`src/ccsb_pkg.sv`:
```
// Package with opcode patterns, flag positions and cycle counts for the control-flow unit.
// Notes on behaviour
// - Relative call: pc plus offset plus one, 3 cycles.
// - Indirect call: pc from Z, flags kept, 3 cycles.
// - Direct call: pc from absolute word, 4 cycles.
// - Return: pc from stack, flags kept, 4 cycles.
// - Interrupt return: pc from stack, set I, 4 cycles.
// - Equal compare skips next instruction, flags kept.
// - Compares set Z N V C H only, 1 cycle.
// - Skip when register bit is clear.
// - Skip when register bit is set.
// - Skip when I/O bit is clear.
// - Skip when I/O bit is set.
// - Branch when selected flag set, 1 or 2 cycles.
// - Branch when selected flag clear, 1 or 2 cycles.
// - Zero and nonzero branches test Z, 1 or 2.
package ccsb_pkg;
  localparam logic [15:0] OP_RELCALL_MASK = 16'hf000;
  localparam logic [15:0] OP_RELCALL      = 16'hd000;
  localparam logic [15:0] OP_INDCALL      = 16'h9509;
  localparam logic [15:0] OP_CALL_MASK    = 16'hfe0e;
  localparam logic [15:0] OP_CALL         = 16'h940e;
  localparam logic [15:0] OP_SUBEXIT      = 16'h9508;
  localparam logic [15:0] OP_INTEXIT      = 16'h9518;
  localparam logic [15:0] OP_CMP_MASK     = 16'hfc00;
  localparam logic [15:0] OP_EQSKIP       = 16'h1000;
  localparam logic [15:0] OP_REGCMP       = 16'h1400;
  localparam logic [15:0] OP_CARRYCMP     = 16'h0400;
  localparam logic [15:0] OP_IMMCMP_MASK  = 16'hf000;
  localparam logic [15:0] OP_IMMCMP       = 16'h3000;
  localparam logic [15:0] OP_REGBIT_MASK  = 16'hfe08;
  localparam logic [15:0] OP_REGBIT_CLR   = 16'hfc00;
  localparam logic [15:0] OP_REGBIT_SET   = 16'hfe00;
  localparam logic [15:0] OP_IOBIT_MASK   = 16'hff00;
  localparam logic [15:0] OP_IOBIT_CLR    = 16'h9900;
  localparam logic [15:0] OP_IOBIT_SET    = 16'h9b00;
  localparam logic [15:0] OP_FLAGBR_MASK  = 16'hfc00;
  localparam logic [15:0] OP_FLAGBR_SET   = 16'hf000;
  localparam logic [15:0] OP_FLAGBR_CLR   = 16'hf400;
  localparam int          FLAG_C          = 0;
  localparam int          FLAG_Z          = 1;
  localparam int          FLAG_N          = 2;
  localparam int          FLAG_V          = 3;
  localparam int          FLAG_H          = 5;
  localparam int          FLAG_I          = 7;
  localparam logic [7:0]  FLAGS_RESET     = 8'h00;
  localparam logic [15:0] PC_RESET        = 16'h0000;
  localparam logic [3:0]  SP_RESET        = 4'h0;
  localparam int          STACK_DEPTH     = 16;
  localparam logic [2:0]  CYC_RELCALL     = 3'd3;
  localparam logic [2:0]  CYC_INDCALL     = 3'd3;
  localparam logic [2:0]  CYC_CALL        = 3'd4;
  localparam logic [2:0]  CYC_EXIT        = 3'd4;
  localparam logic [2:0]  CYC_ONE         = 3'd1;
  localparam logic [2:0]  CYC_TWO         = 3'd2;
  localparam logic [2:0]  CYC_THREE       = 3'd3;
  typedef enum logic [0:0] {
    ST_IDLE = 1'b0,
    ST_BUSY = 1'b1
  } ccsb_state_t;
endpackage

```
`src/ccsb_cmp_flags.sv`:
```
// Subtract-and-flag logic shared by all compare forms.
`timescale 1ns/100ps
module ccsb_cmp_flags
  import ccsb_pkg::*;
(
  // Operands
  input  wire logic [7:0] op_a,
  input  wire logic [7:0] op_b,
  input  wire logic       use_carry,
  input  wire logic       carry_in,
  input  wire logic       zero_in,
  // Flags
  output logic            flag_h,
  output logic            flag_v,
  output logic            flag_n,
  output logic            flag_z,
  output logic            flag_c
);
  logic [7:0] diff;
  logic       borrow;

  always_comb
  begin
    borrow = use_carry & carry_in;
    diff   = op_a - op_b - {7'h00, borrow};
    flag_h = (~op_a[3] & op_b[3]) | (op_b[3] & diff[3]) | (diff[3] & ~op_a[3]);
    flag_v = (op_a[7] & ~op_b[7] & ~diff[7]) | (~op_a[7] & op_b[7] & diff[7]);
    flag_n = diff[7];
    flag_c = (~op_a[7] & op_b[7]) | (op_b[7] & diff[7]) | (diff[7] & ~op_a[7]);
    // With carry in, a zero result only keeps Z, so multi-byte compares chain.
    flag_z = (diff == 8'h00) & (use_carry ? zero_in : 1'b1);
  end
endmodule

```
`src/ccsb_unit.sv`:
```
// Control-flow unit: calls, returns, compares, skips and conditional branches.
`timescale 1ns/100ps
module ccsb_unit
  import ccsb_pkg::*;
(
  // Clock and reset
  input  wire logic        ref_clk,
  input  wire logic        reset_n,
  // Instruction stream
  input  wire logic        instr_valid,
  input  wire logic [15:0] instr_word,
  input  wire logic [15:0] instr_ext,
  input  wire logic        next_is_two_word,
  output logic             instr_ready,
  output logic             instr_done,
  // Register file and I/O read ports
  output logic [4:0]       rd_sel,
  output logic [4:0]       rr_sel,
  input  wire logic [7:0]  rd_data,
  input  wire logic [7:0]  rr_data,
  output logic [4:0]       io_addr,
  input  wire logic [7:0]  io_data,
  input  wire logic [15:0] z_pointer,
  // Core state
  output logic [15:0]      pc,
  output logic [7:0]       status_flags_register,
  output logic [3:0]       stack_depth
);
  ccsb_state_t state_r;
  logic [15:0] pc_r;
  logic [15:0] tgt_r;
  logic [2:0]  cnt_r;
  logic [7:0]  flags_r;
  logic [3:0]  sp_r;
  logic [15:0] stack_mem [STACK_DEPTH];
  logic        done_r;

  logic        accept;
  logic        is_relcall;
  logic        is_indcall;
  logic        is_call;
  logic        is_subexit;
  logic        is_intexit;
  logic        is_eqskip;
  logic        is_regcmp;
  logic        is_carrycmp;
  logic        is_immcmp;
  logic        is_regbit_clr;
  logic        is_regbit_set;
  logic        is_iobit_clr;
  logic        is_iobit_set;
  logic        is_flagbr_set;
  logic        is_flagbr_clr;
  logic        is_cmp;
  logic        skip_hit;
  logic        br_hit;
  logic [15:0] rel12;
  logic [15:0] rel7;
  logic [15:0] pc_plus1;
  logic [15:0] target;
  logic [2:0]  cycles;
  logic        do_push;
  logic [15:0] push_val;
  logic        do_pop;
  logic [15:0] pop_val;
  logic [7:0]  cmp_b;
  logic        f_h;
  logic        f_v;
  logic        f_n;
  logic        f_z;
  logic        f_c;

  assign accept      = instr_valid & (state_r == ST_IDLE);
  assign instr_ready = (state_r == ST_IDLE);
  assign instr_done  = done_r;
  assign pc          = pc_r;
  assign status_flags_register = flags_r;
  assign stack_depth = sp_r;

  assign is_relcall    = (instr_word & OP_RELCALL_MASK) == OP_RELCALL;
  assign is_indcall    = instr_word == OP_INDCALL;
  assign is_call       = (instr_word & OP_CALL_MASK) == OP_CALL;
  assign is_subexit    = instr_word == OP_SUBEXIT;
  assign is_intexit    = instr_word == OP_INTEXIT;
  assign is_eqskip     = (instr_word & OP_CMP_MASK) == OP_EQSKIP;
  assign is_regcmp     = (instr_word & OP_CMP_MASK) == OP_REGCMP;
  assign is_carrycmp   = (instr_word & OP_CMP_MASK) == OP_CARRYCMP;
  assign is_immcmp     = (instr_word & OP_IMMCMP_MASK) == OP_IMMCMP;
  assign is_regbit_clr = (instr_word & OP_REGBIT_MASK) == OP_REGBIT_CLR;
  assign is_regbit_set = (instr_word & OP_REGBIT_MASK) == OP_REGBIT_SET;
  assign is_iobit_clr  = (instr_word & OP_IOBIT_MASK) == OP_IOBIT_CLR;
  assign is_iobit_set  = (instr_word & OP_IOBIT_MASK) == OP_IOBIT_SET;
  assign is_flagbr_set = (instr_word & OP_FLAGBR_MASK) == OP_FLAGBR_SET;
  assign is_flagbr_clr = (instr_word & OP_FLAGBR_MASK) == OP_FLAGBR_CLR;
  assign is_cmp        = is_regcmp | is_carrycmp | is_immcmp;

  // Register selects: immediate compare reaches only the upper sixteen registers.
  always_comb
  begin
    if (is_immcmp)
    begin
      rd_sel = {1'b1, instr_word[7:4]};
    end
    else
    begin
      rd_sel = instr_word[8:4];
    end
    rr_sel  = {instr_word[9], instr_word[3:0]};
    io_addr = instr_word[7:3];
  end

  assign cmp_b = is_immcmp ? {instr_word[11:8], instr_word[3:0]} : rr_data;

  ccsb_cmp_flags ccsb_cmp_flags_i (
    .op_a      (rd_data),
    .op_b      (cmp_b),
    .use_carry (is_carrycmp),
    .carry_in  (flags_r[FLAG_C]),
    .zero_in   (flags_r[FLAG_Z]),
    .flag_h    (f_h),
    .flag_v    (f_v),
    .flag_n    (f_n),
    .flag_z    (f_z),
    .flag_c    (f_c)
  );

  assign rel12    = {{4{instr_word[11]}}, instr_word[11:0]};
  assign rel7     = {{9{instr_word[9]}}, instr_word[9:3]};
  assign pc_plus1 = pc_r + 16'h0001;
  assign pop_val  = stack_mem[sp_r - 4'h1];

  // Skip and branch conditions.
  always_comb
  begin
    skip_hit = 1'b0;
    br_hit   = 1'b0;
    if (is_eqskip)
    begin
      skip_hit = (rd_data == rr_data);
    end
    else if (is_regbit_clr)
    begin
      skip_hit = ~rd_data[instr_word[2:0]];
    end
    else if (is_regbit_set)
    begin
      skip_hit = rd_data[instr_word[2:0]];
    end
    else if (is_iobit_clr)
    begin
      skip_hit = ~io_data[instr_word[2:0]];
    end
    else if (is_iobit_set)
    begin
      skip_hit = io_data[instr_word[2:0]];
    end
    else if (is_flagbr_set)
    begin
      // Flag index 1 is Z, which makes this the branch on zero.
      br_hit = flags_r[instr_word[2:0]];
    end
    else if (is_flagbr_clr)
    begin
      br_hit = ~flags_r[instr_word[2:0]];
    end
  end

  // Target address, cycle count and stack traffic of the accepted instruction.
  always_comb
  begin
    target   = pc_plus1;
    cycles   = CYC_ONE;
    do_push  = 1'b0;
    push_val = pc_plus1;
    do_pop   = 1'b0;
    if (is_relcall)
    begin
      target  = pc_r + rel12 + 16'h0001;
      cycles  = CYC_RELCALL;
      do_push = 1'b1;
    end
    else if (is_indcall)
    begin
      target  = z_pointer;
      cycles  = CYC_INDCALL;
      do_push = 1'b1;
    end
    else if (is_call)
    begin
      target   = instr_ext;
      cycles   = CYC_CALL;
      do_push  = 1'b1;
      push_val = pc_r + 16'h0002;
    end
    else if (is_subexit | is_intexit)
    begin
      target = pop_val;
      cycles = CYC_EXIT;
      do_pop = 1'b1;
    end
    else if (skip_hit)
    begin
      target = next_is_two_word ? pc_r + 16'h0003 : pc_r + 16'h0002;
      cycles = next_is_two_word ? CYC_THREE : CYC_TWO;
    end
    else if (br_hit)
    begin
      target = pc_r + rel7 + 16'h0001;
      cycles = CYC_TWO;
    end
  end

  // Sequencer: one-cycle work retires at once, longer work waits out its count.
  always_ff @(posedge ref_clk)
  begin
    if (!reset_n)
    begin
      state_r <= ST_IDLE;
      cnt_r   <= 3'd0;
      tgt_r   <= PC_RESET;
      pc_r    <= PC_RESET;
      done_r  <= 1'b0;
    end
    else
    begin
      done_r <= 1'b0;
      case (state_r)
        ST_IDLE:
        begin
          if (accept)
          begin
            if (cycles == CYC_ONE)
            begin
              pc_r   <= target;
              done_r <= 1'b1;
            end
            else
            begin
              tgt_r   <= target;
              cnt_r   <= cycles - CYC_ONE;
              state_r <= ST_BUSY;
            end
          end
        end
        ST_BUSY:
        begin
          if (cnt_r == 3'd1)
          begin
            pc_r    <= tgt_r;
            done_r  <= 1'b1;
            state_r <= ST_IDLE;
          end
          cnt_r <= cnt_r - 3'd1;
        end
        default:
        begin
          state_r <= ST_IDLE;
        end
      endcase
    end
  end

  // Status flags: only compares and the interrupt return change them.
  always_ff @(posedge ref_clk)
  begin
    if (!reset_n)
    begin
      flags_r <= FLAGS_RESET;
    end
    else if (accept && is_cmp)
    begin
      flags_r[FLAG_H] <= f_h;
      flags_r[FLAG_V] <= f_v;
      flags_r[FLAG_N] <= f_n;
      flags_r[FLAG_Z] <= f_z;
      flags_r[FLAG_C] <= f_c;
    end
    else if (accept && is_intexit)
    begin
      flags_r[FLAG_I] <= 1'b1;
    end
  end

  // Return stack: overflow wraps silently, so nesting beyond its depth is lost.
  always_ff @(posedge ref_clk)
  begin
    if (!reset_n)
    begin
      sp_r <= SP_RESET;
    end
    else if (accept && do_push)
    begin
      stack_mem[sp_r] <= push_val;
      sp_r            <= sp_r + 4'h1;
    end
    else if (accept && do_pop)
    begin
      sp_r <= sp_r - 4'h1;
    end
  end
endmodule
```
`config.mk`:
```
export PLATFORM = sky130hd
export DESIGN_NAME = ccsb_unit
export DESIGN_NICKNAME = d
export VERILOG_FILES = /design/src/ccsb_pkg.sv /design/src/ccsb_cmp_flags.sv /design/src/ccsb_unit.sv
export SDC_FILE = /design/constraint.sdc
export NUM_CORES = 1
export LEC_CHECK = 0
export ABC_AREA = 1
export BUFFER_PORTS_ARGS = -buffer_cell sky130_fd_sc_hd__buf_2
export CORE_MARGIN = 2
export CORE_UTILIZATION = 58
export CTS_CLUSTER_DIAMETER = 60
export CTS_CLUSTER_SIZE = 14
export DETAILED_ROUTE_END_ITERATION = 8
export PLACE_DENSITY = 0.74
export SYNTH_ARGS = -nofsm -noshare
export SYNTH_HDL_FRONTEND = slang
export SYNTH_HIERARCHICAL = 1
export SYNTH_SLANG_ARGS = --single-unit
```
`constraint.sdc`:
```
create_clock -name ref_clk -period 5.1 [get_ports ref_clk]
set_input_delay 0.255 -clock ref_clk [delete_from_list [all_inputs] [get_ports ref_clk]]
set_output_delay 0.255 -clock ref_clk [all_outputs]
set_load 0.01 [all_outputs]
```
# After elaboration in Yosys (flattened, before gate mapping)
# Memory sizes are Yosys's and may differ from the RTL's.
# Cells that the tools add are included.
word_totals:
  reg_bits: 47
  ram_bits: 256
  inputBits: 76
  output_inout_bits: 45
  mem_count: 1
op_classes:
  add_sub_neg: 13
  magnitude_cmp: 1
  eq_ne: 22
  mux: 65
  bitwise_logic: 30
  reduce_logical: 10
mem_list:
  columns: ["name", "words", "width", "read_ports", "rd_ports_with_merged_regs", "write_ports", "line", "text"]
  rows:
  - ["stack_mem", 16, 16, 1, 0, 1, "ccsb_unit.sv:35", "logic [15:0] stack_mem [STACK_DEPTH];"]
ops:
  columns: ["op", "count"]
  rows:
  - ["$mux 16", 13]
  - ["$add 16x1->16 const B", 3]
  - ["$eq 16x16->1 const B", 3]
  - ["$mux 1", 33]
  - ["$add 16x16->16", 2]
  - ["$add 16x2->16 const B", 2]
  - ["$eq 8x8->1 const B", 4]
  - ["$pmux 16 s2", 1]
  - ["$mux 3", 6]
  - ["$and 1x1->1", 12]
  - ["$eq 6x3->1 const B", 2]
  - ["$eq 6x6->1 const B", 2]
  - ["$eq 10x10->1 const B", 1]
  - ["$not 1->1", 10]
  - ["$bmux 1 s3", 3]
  - ["$eq 8x8->1", 1]
  - ["$logic_not 8->1", 1]
  - ["$mux 4", 2]
  - ["$mux 8", 1]
  - ["$or 1x1->1", 8]
  - ["$sub 8x1->8", 1]
  - ["$sub 8x8->8", 1]
  - ["$eq 3x1->1 const B", 2]
  - ["$eq 6x1->1 const B", 1]
  - ["other kinds (16)", 26]

# Depth between registers and ports, before layout
# Gate-level depths: netlist of the first run.
logic_depth:
  depth_word: 20
  depth_mapped: 26
  ltp_nobuf: 24

# By module
# The synthesis of the first run kept the hierarchy.
by_module_without_submodules:
  columns: ["mod", "instances", "cells_each", "area_each_um2", "seq_area_each_um2"]
  rows:
  - ["ccsb_unit", 1, 1894, 16769.8, 8628.3]
  - ["ccsb_cmp_flags", 1, 116, 639.4, 0.0]

# Least setup slack after synthesis of the first run
# OpenSTA, ideal clock, no wires.
synth_timing:
  path_kind: "register -> register"
  from: "register sp_r[0], in the netlist stack_depth[0]"
  to: "register pc_r[9], in the netlist pc[9]"
  t_arrival_ns: 2.579
  required_time_ns: 4.988
  path_slack_ns: 2.409
  stages_incl_launch_ff: 19
  path_buffers: 5
  path_cell_list: "dfxtp_1 > inv_2 > clkbuf_1 > buf_2 > ha_1 > buf_2 > buf_4 > clkbuf_1 > nor2_1 > o21ai_0 > o211ai_1 > o211ai_1 > nand2_1 > a221oi_1 > nand2_1 > nand2_1 > nand2_1 > nand2_1 > nand2_1"
synth_via:
  elab_chain_cells: 9
synth_rtl:
  columns: ["element", "line", "text"]
  rows:
  - ["start, declared", "ccsb_unit.sv:34", "logic [3:0] sp_r;"]
  - ["start signal, assigned", "ccsb_unit.sv:294", "sp_r <= sp_r + 4'h1;"]
  - ["start signal, assigned", "ccsb_unit.sv:298", "sp_r <= sp_r - 4'h1;"]
  - ["$sub 4x1->4", "ccsb_unit.sv:130", "assign pop_val = stack_mem[sp_r - 4'h1];"]
  - ["$mem_v2 16x16", null, null]
  - ["$mux 16", "ccsb_unit.sv:195", "else if (is_subexit | is_intexit)"]
  - ["$mux 16", "ccsb_unit.sv:188", "else if (is_call)"]
  - ["$mux 16", "ccsb_unit.sv:182", "else if (is_indcall)"]
  - ["$mux 16", "ccsb_unit.sv:176", "if (is_relcall)"]
  - ["$mux 16", "ccsb_unit.sv:232", "if (cycles == CYC_ONE)"]
  - ["$mux 16", "ccsb_unit.sv:230", "if (accept)"]
  - ["$pmux 16 s2", "ccsb_unit.sv:227", "case (state_r)"]
  - ["end signal, assigned", "ccsb_unit.sv:234", "pc_r <= target;"]
  - ["end signal, assigned", "ccsb_unit.sv:249", "pc_r <= tgt_r;"]
  - ["end, declared", "ccsb_unit.sv:30", "logic [15:0] pc_r;"]
# No other way between the ends. The select of a mux whose other input is x is not followed.
# A chain may end at the register's enable or synchronous reset.

# Final worst setup path of the first run
layout_timing:
  from: "register state_r"
  to: "memory stack_mem[11][14], enable pin"
layout_via:
  elab_chain_cells: 6
layout_rtl:
  columns: ["element", "line", "text"]
  rows:
  - ["start, declared", "ccsb_unit.sv:29", "ccsb_state_t state_r;"]
  - ["start signal, assigned", "ccsb_unit.sv:218", "state_r <= ST_IDLE;"]
  - ["start signal, assigned", "ccsb_unit.sv:241", "state_r <= ST_BUSY;"]
  - ["start signal, assigned", "ccsb_unit.sv:251", "state_r <= ST_IDLE;"]
  - ["$not 1->1", null, null]
  - ["$and 1x1->1", "ccsb_unit.sv:73", "assign accept = instr_valid & (state_r == ST_IDLE);"]
  - ["$logic_and 1x1->1", "ccsb_unit.sv:291", "else if (accept && do_push)"]
  - ["$mux 1", "ccsb_unit.sv:291", null]
  - ["$mux 1", "ccsb_unit.sv:287", "if (!reset_n)"]
  - ["$mux 1 (not written as such)", "ccsb_unit.sv:293", "stack_mem[sp_r] <= push_val;"]
  - ["end, declared", "ccsb_unit.sv:35", null]
# No other way between the ends.

==> flow_summary.yaml, run 1 <==
worst_setup_path:
  cpMaxStageDelayCell: "nor2_2"
  cp_max_fo: 21
  required_ns: 5.26
  r2r-start: "state_r$_SDFF_PN0_"
  critPathLaunchType: "register"
  reg2reg_to: "stack_mem[11][14]$_DFFE_PP_"
  timing.critical_path.mode_cell: "nand2_1"
  r2r_slack_ns: 1.42
  r2r_cells: 7
  arrival_ns: 3.83
  path_cells: "inv_1, nand2_1, inv_1, nand2_1, nor2_1, nand2_1, nor2_2"
  slowest_delay_ns: 0.75
  cp-end-kind: "register"
  worstSetupPathType: "register to register"
floorplanning:
  pin_count: 121
  start_util: 0.589
  chipWidth_um: 177
  rows: 63
  coreArea_um2: 29600
  die_area_um2: 31400
  dieHeight_um: 177
placement:
  place_hpwl_um: 35900
  dp.cells: 2434
  io_buffers: 118
  placedInstanceArea_um2: 18100
  gp_congestion: 0.962
synthesis:
  synth_top_area_share: 0.442
  yosysSeqAreaShare: 0.496
  post-synth-top-count-cell: "nand2_1"
  yosys-top-cells-count: "nand2_1 (406), edfxtp_1 (256), nor2_1 (249)"
  synth.cell_area_um2: 17400
  synthTopCellsByArea: "edfxtp_1 (44%), nand2_1 (8.8%), o21ai_0 (6.4%)"
  synth_xor_area_frac: 0.0342
  avgSynthCellArea_um2: 8.66
  synth-simple-area-share: 0.204
  synth_seq_cells: 303
  synth_top_flop_cell: "edfxtp_1"
  muxShareOfSynthArea: 0.000575
  syn_inst: 2010
  async_flop_share: 0
  synth_compound_area_frac: 0.144
  synth_top_family_by_area: "simple AND/OR/NAND/NOR gates"
  yosys.area.top_type: "edfxtp_1"
  synth-edff-count: 256
  ys.warnings.count: 6
  synth-adder-area-share: 0.0441
  ys_types: 55
clock_network:
  numClockSinks: 303
  cts_root_buf: "clkbuf_16"
  clk-insertion-delay-late_ns: 0.55
  cts_resized: 0
  cts_setup_buffers: 0
  hold_buffers: 0
  cts_tree: "done"
  cts_inserted_buffers: 27
  h-tree-depth: 1
  path_clk_slew_ns: 0.06
  ctsLongestPathBuffers: 3
sta:
  relSlewSlack: 0.265
  fin_setup_tns_ns: 0
  whs_ns: 0.0903
  rsz0062_at_grt: "false"
  setup_viol: 0
  fin_skew_ns: 0.0196
  worstMarginPinSlew_ns: 1.10
  post-route-min-period_ns: 3.68
  max_freq_mhz: 272
  min_period_over_period: 0.721
  hold_violations: 0
  slew_violations: 0
power_and_ir_drop:
  pwr-share-comb: 0.159
  power_density_nw_per_um2: 297
  leakage_nw: 7.93
  pwr-share-seq: 0.493
  vdd_ir_drop_max_v: 0.000212
  p_int_mw: 4.10
  switching_share: 0.271
  clockPowerShare: 0.348
  p_switching_mw: 1.53
routing:
  ant_nets: 0
  remaining_drc_errors: 0
  routed_wl_um: 51400
  vias_per_cell: 5.85
  first_iter_violations: 1528
  via_count: 14482
  avgRoutedWirePerCell_um: 20.8
  first_pass_iters: 5
run:
  drv_cap: 0
hold_path:
  hp-class: "primary input to register"
  hp-start: "instr_word[4]"
  holdPathStages: 3
  whs_endpoint: "status_flags_register[7]$_SDFFE_PN0P_"
cells_and_area:
  nets: 2208
  multi_input_area_um2: 7510
  area_growth_pct: 8.84
  final_layout_size_suffix_gt1_frac: 0.130
  antenna_cells: 0
  finalNonFillerCells: 2476
  regArea_um2: 8630
  nFillCells: 2492
  final_area_um2: 18900
global_route:
  grt_max_degree: 88
  overflow: 0
  grt_usage: 0.330
  grt_pass1_vias: 13796
  grt_pass1_wl_um: 78100
  antenna_found_initial: 0
run_status:
  status: "finished, final reports clean"
==> final cells by class <==
cell class	instances	share of cell area
sequential	303	0.456
inverter	200	0.0398
tap	390	0.0258
clock buffer	36	0.0380
timing repair buffer	139	0.0395
multi-input combinational	1402	0.396
clock inverter	6	0.00515
==> power by group through the flow <==
stage	clock network, mW	logic (mW)	registers [mW]
finish	1.96	0.894	2.78
global route	2.05	0.990	2.78
CTS	1.96	0.879	2.78
detailed placement	0	0.876	2.83
global placement	0	0.864	2.83
floorplan	0	0.580	2.82
==> cell families (layout without fill, tap and decap cells) <==
logic type                 count (synthesis)  in the layout
AOI/OAI and AO/OA                        443            443
adders and majority gates                 59             59
xor gates and xnor gates                  65             65
muxes                                      1              1
DFF                                      303            303
buffers and inverters                    306            381
and+or+nand+nor                          832            832
other                                      1              2
==> worst max-delay path by stage <==
stage	startpoint	to	slack, ns	cells after the start
after floorplan	stack_depth[0]$_SDFFE_PN0P_	pc[9]$_SDFFE_PN0P_	2.41	18
after global placement	instr_word[9]	stack_mem[9][14]$_DFFE_PP_	1.47	10
after detailed placement	instr_word[9]	stack_mem[7][12]$_DFFE_PP_	1.32	10
after CTS	stack_depth[0]$_SDFFE_PN0P_	tgt_r[12]$_SDFFE_PN0P_	1.47	15
after global routing	stack_depth[0]$_SDFFE_PN0P_	tgt_r[12]$_SDFFE_PN0P_	1.24	15
final	state_r$_SDFF_PN0_	stack_mem[11][14]$_DFFE_PP_	1.42	7
==> worst max-delay path: cells and delay by family, from the launching register on <==
family	cells	cell delay (ns)
and+or+nand+nor	5	1.62
DFF	1	0.56
buffers and inverters	2	1.09
==> cell usage in the layout (no fill, tap or decap), drive strengths merged, types with 9 or more instances in the layout <==
master	netlist	final
a21oi	94	94
ha	55	55
nand4	12	12
dfxtp	47	47
nor3	9	9
xor2	47	47
edfxtp	256	256
nand2	420	420
o22ai	27	27
o221ai	14	14
nand3	112	112
xnor2	18	18
o211ai	46	46
clkbuf	40	36
nor2	266	266
inv	198	200
buf	66	139
o21ai	244	244
==> stage by stage <==
stage,worst slack [ns],utilization,total power [mW]
2_1_floorplan,2.41,-,3.39
5_1_grt,1.24,0.641,5.82
3_5_place_dp,1.32,0.613,3.70
3_3_place_gp,1.47,0.613,3.69
6_report,1.42,0.641,5.63
4_1_cts,1.47,0.641,5.62
==> sequential cells by signal, indices dropped and copies added, names as in the netlist <==
signal and count:
cnt_r 3, instr_done 1, pc 16, stack_depth 4
stack_mem 256, state_r 1, status_flags_register 6, tgt_r 16
==> metal layers <==
layer,vias to the layer above,GRT usage,wire (um)
met4,0,0.168,2980
li1,6926,-,-
met1,6725,0.420,20000
met2,680,0.561,24600
met3,151,0.0357,3810
met5,-,0,0
No activity file was read; power rests on OpenSTA's default activity.
==> run 2: changes to the inputs <==
==> constraint.sdc (replaced) <==
create_clock -name ref_clk -period 3.9 [get_ports ref_clk]
set_input_delay 0.195 -clock ref_clk [delete_from_list [all_inputs] [get_ports ref_clk]]
set_output_delay 0.195 -clock ref_clk [all_outputs]
set_load 0.01 [all_outputs]
==> flow_summary.yaml, run 2 (same netlist as run 1, synthesis figures left out) <==
cells_and_area:
  area_growth_pct: 10.8
  layout_common_cells: "nand2_1 (406), edfxtp_1 (256), nor2_1 (233)"
  final_common_cell: "nand2_1"
  regArea_um2: 8630
  multi_input_area_um2: 7500
  nets: 2248
  antenna_cells: 0
  largest_reg_flops: 256
  final_area_um2: 19300
  regMostFlops: "stack_mem"
  final_util: 0.653
  finalNonFillerCells: 2525
  nFillCells: 2487
  final_layout_size_suffix_gt1_frac: 0.145
routing:
  via_count: 14922
  remaining_drc_errors: 0
  first_iter_violations: 1468
  routed_wl_um: 51600
  avgRoutedWirePerCell_um: 20.4
  vias_per_cell: 5.91
  ant_nets: 0
  first_pass_iters: 6
sta:
  post-route-min-period_ns: 3.19
  slew_violations: 0
  worst_slack_ns: 0.714
  relSlewSlack: 0.458
  min_period_over_period: 0.817
  rsz0062_at_grt: "false"
  worstMarginPinSlew_ns: 0.812
  setup_viol: 0
  whs_ns: 0.0713
  fin_setup_tns_ns: 0
  hold_violations: 0
  fin_skew_ns: 0.0333
  max_freq_mhz: 314
floorplanning:
  start_util: 0.589
  pin_count: 121
  dieHeight_um: 177
  die_area_um2: 31400
  rows: 63
  chipWidth_um: 177
  coreArea_um2: 29600
run_status:
  status: "finished, final reports clean"
global_route:
  overflow: 0
  antenna_found_initial: 0
  grt_pass1_wl_um: 79300
  grt_pass1_vias: 14532
  grt_max_degree: 72
  grt_usage: 0.330
power_and_ir_drop:
  power_density_nw_per_um2: 384
  power.total_mw: 7.40
  leakage_nw: 8.16
  vdd_ir_drop_max_v: 0.000304
clock_network:
  cts_inserted_buffers: 28
  ctsLongestPathBuffers: 3
  cts_resized: 0
  h-tree-depth: 1
  clk-insertion-delay-late_ns: 0.55
  path_clk_slew_ns: 0.07
  numClockSinks: 303
  cts_tree: "done"
  cts_root_buf: "clkbuf_16"
placement:
  placedInstanceArea_um2: 18400
  place_hpwl_um: 36500
  io_buffers: 118
  dp.cells: 2472
  gp_congestion: 0.973
  pre_cts_slack_ns: 0.620
worst_setup_path:
  cp_max_fo: 34
  critPathLaunchType: "register"
  worstSetupPathType: "register to register"
  required_ns: 4.40
  arrival_ns: 3.68
  cp-end-kind: "register"
  r2r_slack_ns: 0.71
run:
  drv_cap: 0
hold_path:
  hp-class: "primary input to register"
## run 2: cell count changes in the layout (fill, tap and decap cells not counted), moves of 2 or more
cell	previous run	this run
buf_4	21	58
clkbuf_1	8	15
clkbuf_16	27	30
bufinv_16	2	0
clkinv_2	1	3
inv_6	2	0
o21ai_0	219	221
o21ai_1	24	22
## run 2: area by class of cell
| class | instances | area share |
|---|---|---|
| Clock buffer | 45 | 0.0418 |
| Multi-Input combinational cell | 1402 | 0.389 |
| Timing Repair Buffer | 178 | 0.0547 |
| Tap cell | 390 | 0.0253 |
| Clock inverter | 7 | 0.00311 |
| Sequential cell | 303 | 0.447 |
| Inverter | 200 | 0.0391 |
## run 2: power by group
part | internal, mW | total (mW) | switching [mW]
Sequential | 3.57 | 3.62 | 0.0502
Combinational | 0.380 | 1.17 | 0.789
Clock | 1.43 | 2.61 | 1.18
## run 2: worst max-delay path, stage by stage, from the launching register on
cell and delay (ns):
dfxtp_4 0.57, clkinv_2 0.16, ha_2 0.32, inv_1 0.46
buf_4 0.26, o21ai_0 0.09, o22ai_1 0.15, o21ai_0 0.09
o21ai_0 0.47, a21oi_1 0.13, nand2_1 0.19, nand2_1 0.10
nand3_1 0.08, nand2_1 0.05, nand2_1 0.05
## run 2: layer usage
layer / track usage / share of wire / vias to the layer above
met3: 0.0462 / 0.073 / 149
met2: 0.567 / 0.49 / 701
met5: 0 / 0 / -
li1: - / - / 7027
met4: 0.156 / 0.048 / 0
met1: 0.411 / 0.39 / 7045
## run 2: what timing repair did
item / in CTS / in global routing
endpoints found under the hold margin: 1 / 0
hold buffers: 1 / 0
setup buffers: 0 / 0
## run 2: final timing paths
kind	startpoint	end	cells past startpoint
setup / recovery	stack_depth[0]$_SDFFE_PN0P_	pc[15]$_SDFFE_PN0P_	14
hold / removal	instr_valid	state_r$_SDFF_PN0_	3
setup reg to reg	stack_depth[0]$_SDFFE_PN0P_	pc[15]$_SDFFE_PN0P_	14
hold reg to reg	status_flags_register[3]$_SDFFE_PN0P_	status_flags_register[3]$_SDFFE_PN0P_	2
==> run 3: changes to the inputs <==
--- a/config.mk
+++ b/config.mk
@@ -5,7 +5,7 @@
 export SDC_FILE = /design/constraint.sdc
 export NUM_CORES = 1
 export LEC_CHECK = 0
-export ABC_AREA = 1
+export ABC_AREA = 0
 export BUFFER_PORTS_ARGS = -buffer_cell sky130_fd_sc_hd__buf_2
 export CORE_MARGIN = 2
 export CORE_UTILIZATION = 58
==> constraint.sdc (replaced) <==
create_clock -name ref_clk -period 3.26 [get_ports ref_clk]
set_input_delay 0.163 -clock ref_clk [delete_from_list [all_inputs] [get_ports ref_clk]]
set_output_delay 0.163 -clock ref_clk [all_outputs]
set_load 0.01 [all_outputs]
==> flow_summary.yaml, run 3 <==
run_status:
  status: "finished, final reports clean"
sta:
  relSlewSlack: 0.162
  min_period_over_period: 0.983
  worstMarginPinSlew_ns: 1.25
  rsz0062_at_grt: "true"
  max_freq_mhz: 312
  slew_violations: 0
  post-route-min-period_ns: 3.20
  fin_skew_ns: 0.0125
  hold_violations: 0
  setup_viol: 0
clock_network:
  clk-insertion-delay-late_ns: 0.54
  path_clk_slew_ns: 0.06
  h-tree-depth: 1
  numClockSinks: 303
  cts_root_buf: "clkbuf_16"
  cts_setup_buffers: 0
  cts_tree: "done"
  cts_inserted_buffers: 27
  ctsLongestPathBuffers: 3
global_route:
  overflow: 0
  grt_usage: 0.306
  grt_max_degree: 44
  grt_pass1_vias: 11321
  antenna_found_initial: 0
  grt_pass1_wl_um: 66900
cells_and_area:
  regMostFlops: "stack_mem"
  layout_common_cells: "edfxtp_1 (256), buf_2 (118), buf_4 (94)"
  area_growth_pct: 15.8
  final_area_um2: 18900
  final_util: 0.680
  final_common_cell: "edfxtp_1"
  antenna_cells: 0
  final_layout_size_suffix_gt1_frac: 0.270
  nets: 1585
  largest_reg_flops: 256
worst_setup_path:
  r2r_cells: 12
  worstSetupStartpoint: "status_flags_register[1]$_SDFFE_PN0P_"
  required_ns: 3.64
  reg2reg_to: "pc[12]$_SDFFE_PN0P_"
  crit_end: "pc[12]$_SDFFE_PN0P_"
  r2r-start: "status_flags_register[1]$_SDFFE_PN0P_"
  critPathLaunchType: "register"
  worstSetupPathType: "register to register"
  arrival_ns: 3.58
  cp-end-kind: "register"
  cp_max_fo: 23
  r2r_slack_ns: 0.06
floorplanning:
  rows: 61
  coreArea_um2: 27700
  start_util: 0.588
  dieHeight_um: 172
  die_area_um2: 29400
  pin_count: 121
  chipWidth_um: 172
synthesis:
  yosys-top-cells-count: "edfxtp_1 (256), nor2_1 (92), nand2_1 (68)"
  synth_seq_cells: 303
  synth_top_area_share: 0.472
  yosys.area.top_type: "edfxtp_1"
  synth-edff-count: 256
  syn_inst: 1279
  ys.warnings.count: 6
  post-synth-top-count-cell: "edfxtp_1"
  yosysSeqAreaShare: 0.530
  synthTopCellsByArea: "edfxtp_1 (47%), mux4_2 (9.3%), dfxtp_1 (5.8%)"
  ys_types: 82
  synth.cell_area_um2: 16300
  avgSynthCellArea_um2: 12.7
  async_flop_share: 0
  synth_top_flop_cell: "edfxtp_1"
run:
  drv_cap: 0
hold_path:
  hp-class: "primary input to register"
power_and_ir_drop:
  vdd_ir_drop_max_v: 0.000485
  leakage_nw: 6.91
  power.total_mw: 8.54
  power_density_nw_per_um2: 453
placement:
  placedInstanceArea_um2: 18000
  io_buffers: 118
  gp_congestion: 0.986
  place_hpwl_um: 31100
routing:
  avgRoutedWirePerCell_um: 24.3
  vias_per_cell: 6.44
  routed_wl_um: 44800
  first_pass_iters: 7
  ant_nets: 0
  via_count: 11906
  first_iter_violations: 1300
  remaining_drc_errors: 0
==> run 3: cell count changes after synthesis, moves of 67 or more <==
cell     delta
inv_1     -140
nand3_1    -72
o21ai_0   -172
nand2_1   -338
nor2_1    -157
mux4_2     +67
==> run 3: worst max-delay path, stage by stage, from the launching register on <==
cell and delay (ns):
dfxtp_1 0.36, mux4_2 0.49, nor3b_1 0.18, a311oi_4 0.42, inv_4 0.15, nand2_1 0.16
nor2_1 0.08, ha_1 0.25, a31oi_2 0.15, buf_6 0.24, nor2_1 0.08, a31oi_1 0.28
o21ai_1 0.21
==> run 3: logic make-up (layout without fill, tap and decap cells) <==
logic type      after synthesis  in the layout  synth area share
xor+xnor                     76             76            0.0409
flops                       303            303             0.530
other cells                   1              2          0.000230
compound gates              293            293             0.126
simple gates                298            298            0.0882
fa+ha+maj                    59             59            0.0472
buf+inv                     131            321            0.0386
mux                         118            118             0.129
==> run 3: layout make-up <==
type,count,area [um2]
multi-input combinational,846,7130
timing repair buffer,231,1660
clock buffer,44,739
inverter,41,156
clock inverter,5,65.1
fill,1987,8850
tap,378,473
sequential,303,8630
==> run 3: metal layers <==
metal / share of wire / up-vias / track usage
met4: 0.042 / 0 / 0.122
met5: 0 / - / 0
li1: - / 5286 / -
met2: 0.48 / 683 / 0.503
met3: 0.097 / 125 / 0.0518
met1: 0.38 / 5812 / 0.407
==> run 3: worst min path at each step <==
stage                                      start                                     to  slack (ns)  cells past startpoint
after CTS                          instr_word[4]  status_flags_register[7]$_SDFFE_PN0P_        0.03                      3
after detailed placement  tgt_r[10]$_SDFFE_PN0P_                 tgt_r[10]$_SDFFE_PN0P_        0.45                      2
after global placement     tgt_r[7]$_SDFFE_PN0P_                  tgt_r[7]$_SDFFE_PN0P_        0.44                      2
after global routing               instr_word[4]  status_flags_register[7]$_SDFFE_PN0P_        0.04                      3
after floorplan                    instr_word[4]  status_flags_register[7]$_SDFFE_PN0P_        0.34                      2
final                              instr_word[4]  status_flags_register[7]$_SDFFE_PN0P_        0.04                      3
==> run 3: power by group <==
part | leakage [nW] | internal (mW) | total, mW | switching (mW)
sequential | 2.73 | 4.26 | 4.30 | 0.0373
clock | 0.385 | 1.64 | 2.97 | 1.33
combinational | 3.79 | 0.520 | 1.27 | 0.751
total | 6.91 | 6.41 | 8.54 | 2.12
==> run 3: through the flow <==
step	worst slack, ns	hold WS, ns	instances	setup TNS, ns
6_report	0.0553	0.0420	1848	0
2_1_floorplan	-0.0211	0.342	1280	-0.0211
5_1_grt	-0.0352	0.0450	1848	-0.0352
4_1_cts	0.0370	0.0257	1848	0
3_5_place_dp	-0.242	0.451	1798	-0.931
3_3_place_gp	-0.115	0.443	1798	-0.115
==> run 3: repair_timing <==
item	4_1_cts	5_1_grt
hold endpoints to repair	1	0
hold buffers	1	0
pin swaps	0	1
resized for setup	2	3
endpoints found under the setup margin	2	6
